### src/hw/ps_pkg.sv
// Constants and types for the port status register
package ps_pkg;

    localparam int          DATA_W       = 16;
    localparam int          ADDR_W       = 5;
    localparam logic [4:0]  STATUS_ADDR  = 5'h01;

    // Field positions
    localparam int          T4_BIT       = 15;
    localparam int          CAP_HI       = 14;
    localparam int          CAP_LO       = 11;
    localparam int          RSV_HI       = 10;
    localparam int          RSV_LO       = 7;
    localparam int          PRE_BIT      = 6;
    localparam int          AN_DONE_BIT  = 5;
    localparam int          RFAULT_BIT   = 4;
    localparam int          AN_ABLE_BIT  = 3;
    localparam int          LINK_BIT     = 2;
    localparam int          JABBER_BIT   = 1;
    localparam int          EXT_BIT      = 0;

    // Reset and fixed values
    localparam logic [3:0]  CAP_RST      = 4'hF;
    localparam logic [3:0]  RSV_RST      = 4'h0;
    localparam logic        PRE_RST      = 1'h0;
    localparam logic        AN_DONE_RST  = 1'h0;
    localparam logic        RFAULT_RST   = 1'h0;
    localparam logic        LINK_RST     = 1'h0;
    localparam logic        JABBER_RST   = 1'h0;
    localparam logic        T4_VAL       = 1'h0;
    localparam logic        AN_ABLE_VAL  = 1'h1;
    localparam logic        EXT_VAL      = 1'h1;

    typedef struct packed {
        logic              rdStb;
        logic              wrStb;
        logic [4:0]        regAddr;
        logic [15:0]       wrData;
    } ps_mgmt_req_s;

    typedef struct packed {
        logic              linkValid;
        logic              remoteFault;
        logic              jabber;
        logic              anEnabled;
        logic              anComplete;
    } ps_line_s;

    typedef struct packed {
        logic [3:0]        cap;
        logic [3:0]        rsv;
        logic              preamble;
        logic              anDone;
        logic              rfault;
        logic              link;
        logic              jabber;
        logic [15:0]       rdData;
        logic              rdValid;
    } ps_state_s;

endpackage

### src/hw/ps_status_reg.sv
// Port status register with latching status bits and override writes
`timescale 1ns/1ns
module ps_status_reg #(
    parameter int DATA_W = ps_pkg::DATA_W,
    parameter int ADDR_W = ps_pkg::ADDR_W
) (
    input  wire logic              core_clk,
    input  wire logic              rstn,
    input  wire ps_pkg::ps_mgmt_req_s mgmtReq,
    input  wire logic              altStatusRead,
    input  wire logic              overrideEn,
    input  wire ps_pkg::ps_line_s  line,
    output      logic [15:0]       rdData,
    output      logic              rdValid
);

    if (DATA_W != 16 || ADDR_W != 5) begin
        $error("ps_status_reg serves only 16-bit data, 5-bit address");
    end

    logic [1:0]        rstSync_ff;
    logic              rstnSync;
    ps_pkg::ps_state_s st_ff;
    ps_pkg::ps_state_s nxt_st;
    logic              selRead;
    logic              selWrite;
    logic              anyRead;
    logic [15:0]       view;

    // Reset release through two stages
    always_ff @(posedge core_clk or negedge rstn) begin
        if (!rstn) begin
            rstSync_ff <= 2'h0;
        end else begin
            rstSync_ff <= {rstSync_ff[0], 1'b1};
        end
    end
    assign rstnSync = rstSync_ff[1];

    assign selRead  = mgmtReq.rdStb
                      && (mgmtReq.regAddr == ps_pkg::STATUS_ADDR);
    assign selWrite = mgmtReq.wrStb
                      && (mgmtReq.regAddr == ps_pkg::STATUS_ADDR);
    assign anyRead  = selRead || altStatusRead;

    // Live register image as the station sees it
    always_comb begin
        view                          = 16'h0000;
        view[ps_pkg::T4_BIT]          = ps_pkg::T4_VAL;
        view[ps_pkg::CAP_HI:ps_pkg::CAP_LO] = st_ff.cap;
        view[ps_pkg::RSV_HI:ps_pkg::RSV_LO] = st_ff.rsv;
        view[ps_pkg::PRE_BIT]         = st_ff.preamble;
        view[ps_pkg::AN_DONE_BIT]     = st_ff.anDone;
        view[ps_pkg::RFAULT_BIT]      = st_ff.rfault;
        view[ps_pkg::AN_ABLE_BIT]     = ps_pkg::AN_ABLE_VAL;
        view[ps_pkg::LINK_BIT]        = st_ff.link;
        view[ps_pkg::JABBER_BIT]      = st_ff.jabber;
        view[ps_pkg::EXT_BIT]         = ps_pkg::EXT_VAL;
    end

    always_comb begin
        nxt_st = st_ff;

        // Read returns the image, one cycle later
        nxt_st.rdValid = selRead;
        if (selRead) begin
            nxt_st.rdData = view;
        end

        // Override-writable fields; bit 15 has no storage
        if (selWrite && overrideEn) begin
            nxt_st.cap = mgmtReq.wrData[ps_pkg::CAP_HI:ps_pkg::CAP_LO];
            nxt_st.rsv = mgmtReq.wrData[ps_pkg::RSV_HI:ps_pkg::RSV_LO];
            nxt_st.preamble = mgmtReq.wrData[ps_pkg::PRE_BIT];
        end

        // Latch high: read clears, new event in same cycle wins
        if (anyRead) begin
            nxt_st.rfault = 1'b0;
            nxt_st.jabber = 1'b0;
        end
        if (line.remoteFault) begin
            nxt_st.rfault = 1'b1;
        end
        if (line.jabber) begin
            nxt_st.jabber = 1'b1;
        end

        // Negotiation done, forced low while negotiation disabled
        if (selRead) begin
            nxt_st.anDone = 1'b0;
        end
        if (line.anEnabled && line.anComplete) begin
            nxt_st.anDone = 1'b1;
        end
        if (!line.anEnabled) begin
            nxt_st.anDone = 1'b0;
        end

        // Latch low: read reloads the live level, any loss drops it
        if (selRead) begin
            nxt_st.link = line.linkValid;
        end
        if (!line.linkValid) begin
            nxt_st.link = 1'b0;
        end
    end

    always_ff @(posedge core_clk or negedge rstnSync) begin
        if (!rstnSync) begin
            st_ff.cap      <= ps_pkg::CAP_RST;
            st_ff.rsv      <= ps_pkg::RSV_RST;
            st_ff.preamble <= ps_pkg::PRE_RST;
            st_ff.anDone   <= ps_pkg::AN_DONE_RST;
            st_ff.rfault   <= ps_pkg::RFAULT_RST;
            st_ff.link     <= ps_pkg::LINK_RST;
            st_ff.jabber   <= ps_pkg::JABBER_RST;
            st_ff.rdData   <= 16'h0000;
            st_ff.rdValid  <= 1'b0;
        end else begin
            st_ff <= nxt_st;
        end
    end

    assign rdData  = st_ff.rdData;
    assign rdValid = st_ff.rdValid;

    // Checks

    a_reset_defaults: assert property (
        @(posedge core_clk) disable iff (!rstnSync)
        $rose(rstnSync) |-> (st_ff.cap == 4'hF && st_ff.rsv == 4'h0
            && !st_ff.preamble && !st_ff.anDone && !st_ff.link)
    ) else $error("status fields not at defaults after reset");

    a_read_returns: assert property (
        @(posedge core_clk) disable iff (!rstnSync)
        selRead |=> (rdValid && rdData == $past(view))
    ) else $error("status read did not return image next cycle");

    a_fixed_bits: assert property (
        @(posedge core_clk) disable iff (!rstnSync)
        rdValid |-> (!rdData[15] && rdData[3] && rdData[0])
    ) else $error("fixed status bits wrong");

    a_cap_blocked: assert property (
        @(posedge core_clk) disable iff (!rstnSync)
        !(selWrite && overrideEn) |=> ($stable(st_ff.cap)
            && $stable(st_ff.rsv))
    ) else $error("override field changed without enabled write");

    a_cap_written: assert property (
        @(posedge core_clk) disable iff (!rstnSync)
        (selWrite && overrideEn) |=>
            (st_ff.cap == $past(mgmtReq.wrData[14:11])
            && st_ff.rsv == $past(mgmtReq.wrData[10:7]))
    ) else $error("override write not stored");

    a_fault_latch: assert property (
        @(posedge core_clk) disable iff (!rstnSync)
        line.remoteFault ##1 !anyRead[*2] |-> st_ff.rfault
    ) else $error("remote fault not held");

    a_fault_clear: assert property (
        @(posedge core_clk) disable iff (!rstnSync)
        (anyRead && !line.remoteFault) |=> !st_ff.rfault
    ) else $error("remote fault not cleared by read");

    a_jab_clear: assert property (
        @(posedge core_clk) disable iff (!rstnSync)
        (altStatusRead && !line.jabber) |=> !st_ff.jabber
    ) else $error("jabber not cleared by alternate read");

    a_link_low: assert property (
        @(posedge core_clk) disable iff (!rstnSync)
        !line.linkValid ##1 (line.linkValid && !selRead)
            |-> ##1 !st_ff.link
    ) else $error("link loss not latched");

    a_an_disabled: assert property (
        @(posedge core_clk) disable iff (!rstnSync)
        !line.anEnabled |=> !st_ff.anDone
    ) else $error("negotiation done set while disabled");

    a_valid_pulse: assert property (
        @(posedge core_clk) disable iff (!rstnSync)
        !selRead |=> !rdValid
    ) else $error("read valid without a status read");

    a_data_holds: assert property (
        @(posedge core_clk) disable iff (!rstnSync)
        !selRead |=> $stable(rdData)
    ) else $error("read data changed without a status read");

    a_tx_full_rst: assert property (
        @(posedge core_clk) disable iff (!rstnSync)
        $rose(rstnSync) |-> st_ff.cap[3]
    ) else $error("bit 14 not one after reset");

    a_tx_half_rst: assert property (
        @(posedge core_clk) disable iff (!rstnSync)
        $rose(rstnSync) |-> st_ff.cap[2]
    ) else $error("bit 13 not one after reset");

    a_ten_full_rst: assert property (
        @(posedge core_clk) disable iff (!rstnSync)
        $rose(rstnSync) |-> st_ff.cap[1]
    ) else $error("bit 12 not one after reset");

    a_rsv_reset: assert property (
        @(posedge core_clk) disable iff (!rstnSync)
        $rose(rstnSync) |-> (st_ff.rsv == ps_pkg::RSV_RST)
    ) else $error("reserved bits not zero after reset");

    a_pre_reset: assert property (
        @(posedge core_clk) disable iff (!rstnSync)
        $rose(rstnSync) |-> (st_ff.preamble == ps_pkg::PRE_RST)
    ) else $error("bit 6 not zero after reset");

    a_rst_latches: assert property (
        @(posedge core_clk) disable iff (!rstnSync)
        $rose(rstnSync) |-> (!st_ff.rfault && !st_ff.jabber && !rdValid
            && rdData == 16'h0000)
    ) else $error("latched bits or read port not cleared by reset");

    a_pre_blocked: assert property (
        @(posedge core_clk) disable iff (!rstnSync)
        !(selWrite && overrideEn) |=> $stable(st_ff.preamble)
    ) else $error("bit 6 changed without enabled write");

    a_pre_written: assert property (
        @(posedge core_clk) disable iff (!rstnSync)
        (selWrite && overrideEn) |=> (st_ff.preamble
            == $past(mgmtReq.wrData[ps_pkg::PRE_BIT]))
    ) else $error("bit 6 override write not stored");

    a_ext_one: assert property (
        @(posedge core_clk) disable iff (!rstnSync)
        rdValid |-> rdData[ps_pkg::EXT_BIT]
    ) else $error("extended capability bit not one");

    a_able_one: assert property (
        @(posedge core_clk) disable iff (!rstnSync)
        rdValid |-> rdData[ps_pkg::AN_ABLE_BIT]
    ) else $error("negotiation ability bit not one");

    a_fault_set: assert property (
        @(posedge core_clk) disable iff (!rstnSync)
        line.remoteFault |=> st_ff.rfault
    ) else $error("remote fault not set by event");

    a_fault_rise: assert property (
        @(posedge core_clk) disable iff (!rstnSync)
        !line.remoteFault |=> !$rose(st_ff.rfault)
    ) else $error("remote fault set without event");

    a_fault_alt: assert property (
        @(posedge core_clk) disable iff (!rstnSync)
        (altStatusRead && !line.remoteFault) |=> !st_ff.rfault
    ) else $error("remote fault not cleared by alternate read");

    a_jab_set: assert property (
        @(posedge core_clk) disable iff (!rstnSync)
        line.jabber |=> st_ff.jabber
    ) else $error("jabber not set by event");

    a_jab_latch: assert property (
        @(posedge core_clk) disable iff (!rstnSync)
        line.jabber ##1 !anyRead[*2] |-> st_ff.jabber
    ) else $error("jabber not held");

    a_jab_rise: assert property (
        @(posedge core_clk) disable iff (!rstnSync)
        !line.jabber |=> !$rose(st_ff.jabber)
    ) else $error("jabber set without event");

    a_jab_rd_clear: assert property (
        @(posedge core_clk) disable iff (!rstnSync)
        (selRead && !line.jabber) |=> !st_ff.jabber
    ) else $error("jabber not cleared by status read");

    a_link_drop: assert property (
        @(posedge core_clk) disable iff (!rstnSync)
        !line.linkValid |=> !st_ff.link
    ) else $error("link loss not seen next cycle");

    a_link_reload: assert property (
        @(posedge core_clk) disable iff (!rstnSync)
        (selRead && line.linkValid) |=> st_ff.link
    ) else $error("link not reloaded by status read");

    a_link_hold: assert property (
        @(posedge core_clk) disable iff (!rstnSync)
        (!selRead && line.linkValid) |=> $stable(st_ff.link)
    ) else $error("link bit changed without read or loss");

    a_an_set: assert property (
        @(posedge core_clk) disable iff (!rstnSync)
        (line.anEnabled && line.anComplete) |=> st_ff.anDone
    ) else $error("negotiation done not set on completion");

    a_an_hold: assert property (
        @(posedge core_clk) disable iff (!rstnSync)
        (st_ff.anDone && !selRead && line.anEnabled) |=> st_ff.anDone
    ) else $error("negotiation done dropped without read");

    a_an_clear: assert property (
        @(posedge core_clk) disable iff (!rstnSync)
        (selRead && !line.anComplete) |=> !st_ff.anDone
    ) else $error("negotiation done not cleared by read");

    a_an_rise: assert property (
        @(posedge core_clk) disable iff (!rstnSync)
        !(line.anEnabled && line.anComplete) |=> !$rose(st_ff.anDone)
    ) else $error("negotiation done set without completion");

endmodule

### config.mk
export PLATFORM = sky130hd
export DESIGN_NAME = ps_status_reg
export DESIGN_NICKNAME = d
export VERILOG_FILES = /design/src/hw/ps_pkg.sv /design/src/hw/ps_status_reg.sv
export SDC_FILE = /design/constraint.sdc
export NUM_CORES = 1
export LEC_CHECK = 0
export CORE_UTILIZATION = 28
export DETAILED_ROUTE_END_ITERATION = 8
export DONT_BUFFER_PORTS = 1
export GPL_TIMING_DRIVEN = 0
export PLACE_DENSITY = 0.4
export SLEW_MARGIN = 40
export SYNTH_ARGS = -nofsm -noshare
export SYNTH_HDL_FRONTEND = slang
export SYNTH_SLANG_ARGS = --single-unit
### constraint.sdc
create_clock -name core_clk -period 1.97 [get_ports core_clk]
set_input_delay 0.4925 -clock core_clk [delete_from_list [all_inputs] [get_ports core_clk]]
set_output_delay 0.4925 -clock core_clk [all_outputs]
set_load 0.01 [all_outputs]
==> impl_metrics.py <==
metrics = {
    "run_status": {
        "status": "complete, no violations",
    },
    "place": {
        "placed_cells": 136,
        "io_buffers": 0,
        "placed_area_sq_mm": 0.00136,
        "place_congestion": 0.666,
        "dp_hpwl_um": 1410,
    },
    "yosys": {
        "syn_area_per_cell_sq_um": 15.4,
        "synth_most_common_cell": "dfrtp_1",
        "yosys-top-cells-count": "26 x dfrtp_1, 16 x buf_4, 15 x mux2_2",
        "synthCells": 84,
        "synth_top_area_share_pct": 50.3,
        "syn_area_sq_mm": 0.00129,
        "async_flop_share_pct": 100,
        "ys_ff_latch": 30,
        "synth_top_area_cell": "dfrtp_1",
        "synth-main-ff-cell": "dfrtp_1",
        "ys_seq_area_share_pct": 58.5,
        "synthTopCellsByArea": "dfrtp_1 50%, mux2_2 13%, buf_4 9.3%",
        "ys_warn_count": 0,
        "synth_fp_nets": 116,
        "ys_types": 18,
        "synth-edff-count": 0,
    },
    "worst_hold_path": {
        "hp-class": "reg2async",
    },
    "floorplanning": {
        "die_y_um": 69.9,
        "start_util_pct": 29.5,
        "core-area_sq_mm": 0.00438,
        "pin_count": 49,
        "die_w_um": 69.9,
        "placementRows": 24,
        "dieArea_sq_mm": 0.00489,
    },
    "grt": {
        "grt_pass1_wl_um": 3300,
        "grtUsageMet2_pct": 13.9,
        "grt_max_degree": 29,
        "busiest_layer": "met2",
        "gr-total-overflow": 0,
        "grtUsageMet3_pct": 5.19,
        "antenna_found_initial": 0,
        "grt_pass1_vias": 672,
        "use_met1_pct": 10.2,
        "track_usage_pct": 9.35,
    },
    "clock_tree": {
        "path_clk_slew_ps": 60,
        "clock_latency_ps": 270,
        "cts_root_buffer": "clkbuf_8",
        "ctsHtreeMaxLevel": 2,
        "ctsResizeCount": 0,
        "clockBufferDepth": 2,
        "numCtsBuffers": 5,
        "cts.sinks": 30,
        "cts_tree": "yes",
    },
    "sta": {
        "min_period_over_period_pct": 70.1,
        "grt_setup_unrepaired": "no",
        "period_minus_slack_ps": 1380,
        "setup-tns-final_ps": 0,
        "max-slew-margin-rel_pct": 58.8,
        "max_freq_mhz": 724,
        "skew_ps": 4.22,
        "slew_viol_final": 0,
        "hold_violations": 0,
        "worstMarginPinSlew_ps": 617,
        "setup_violations": 0,
    },
    "detailed_routing": {
        "ant_nets": 0,
        "dr.pass1.iters": 2,
        "drc": 0,
        "wl_per_cell_um": 14.0,
        "drtIter0Drc": 50,
        "wirelength_um": 2030,
        "vias": 611,
        "via_per_inst": 4.21,
    },
    "pwr": {
        "clkPwrFrac_pct": 33.7,
        "intPower_mw": 1.04,
        "p_leak_nw": 0.694,
        "combPwrFrac_pct": 11.9,
        "finalPower_mw": 1.35,
        "irDropWorstVdd_uv": 369,
        "p_per_area_mw_per_mm2": 929,
        "switchingPower_mw": 0.301,
        "power_frac_seq_pct": 54.4,
        "swShare_pct": 22.4,
    },
    "critical_path": {
        "cp_max_fo": 10,
        "crit_start": "mgmtReq[20]",
        "crit_required_ps": 2120,
        "critical_path_class": "in2reg",
        "worstPathArrival_ps": 1530,
        "timing.rr.start": "rdData[4]",
        "start_kind": "input pin",
        "endpoint_kind": "register",
    },
    "layout": {
        "fin_nets": 124,
        "fin_area_sq_mm": 0.00145,
        "antenna_cells": 0,
        "drive_gt1_share_pct": 59.1,
        "final_cells": 145,
        "area_growth_pct": 12.1,
    },
    "job": {
        "drv_cap": 0,
    },
}
## registers in the layout, summed over array words and instances, names as in the netlist
signal,flops
rdData,14
st_ff,13
rstSync_ff,2
rdValid,1
## final timing paths
| path | endpoint | slack [ps] | cells after the start |
|---|---|---|---|
| setup / recovery | rdData[4] | 590 | 5 |
| hold / removal | st_ff[23] | 280 | 0 |
| setup reg to reg | rdData[4] | 1200 | 1 |
| hold reg to reg | st_ff[23] | 280 | 0 |
| max in group asynchronous | rdData[3] | 1270 | 0 |
| min in group core_clk | st_ff[19] | 330 | 1 |
## critical path, cell delays in order
cell and delay [ps]:
nor2_1 280, nand3_4 200, clkinv_2 120, buf_12 140, mux2_4 300
## placed cells by master (no fill, tap or decap), drive strengths merged
| master | n |
|---|---|
| o21ai | 1 |
| nand3 | 1 |
| dlygate4sd3 | 1 |
| dfrtp | 26 |
| dfstp | 4 |
| a31o | 2 |
| buf | 17 |
| clkbuf | 8 |
| mux2 | 22 |
| nor3b | 1 |
| conb | 2 |
| o21a | 1 |
| inv | 1 |
| nand4 | 1 |
| nand2 | 2 |
| clkinv | 1 |
| nor2 | 1 |
| or2b | 1 |
## cell families (layout without fill, tap and decap cells)
group | Yosys count | count (layout) | share of synthesized area (%)
flops | 30 | 30 | 58.5
mux | 22 | 22 | 21.2
buf+inv | 19 | 28 | 11.5
simple gates | 7 | 7 | 5.91
compound gates | 4 | 4 | 2.32
other cells | 2 | 2 | 0.581
## power by group through the flow
stage,logic (mW),registers [mW],clock network [mW]
after floorplan,0.150,0.730,0
after CTS,0.163,0.735,0.482
after detailed placement,0.161,0.745,0
after global routing,0.175,0.743,0.513
after global placement,0.159,0.741,0
final,0.161,0.732,0.453
## final cells by class
cell class / instances / area [sq um]
multi-input combinational: 35 / 388
inverter: 2 / 8.76
fill: 447 / 2940
clock buffer: 8 / 80.1
timing repair buffer: 1 / 10.0
sequential: 30 / 757
tap: 52 / 65.1
buffer: 17 / 140
## per-stage QoR
stage	worst slack (ps)	utilization, %	hold WS (ps)
4_1_cts	569	33.0	320
2_1_floorplan	407	-	197
6_report	589	33.0	285
5_1_grt	507	33.0	312
3_3_place_gp	305	31.0	197
3_5_place_dp	271	31.0	197
## routing by layer
metal / part of all wire (%) / vias up
met5: 0 / -
met4: 2.0 / 0
met1: 41 / 298
li1: - / 282
met2: 47 / 27
met3: 9.7 / 4
## timing repair
action | CTS | global route
buffers inserted | 0 | 0
endpoints found under the hold margin | 2 | 0
hold buffers | 1 | 0
endpoints found under the setup margin | 0 | 0
No activity file was read; power rests on OpenSTA's default activity.
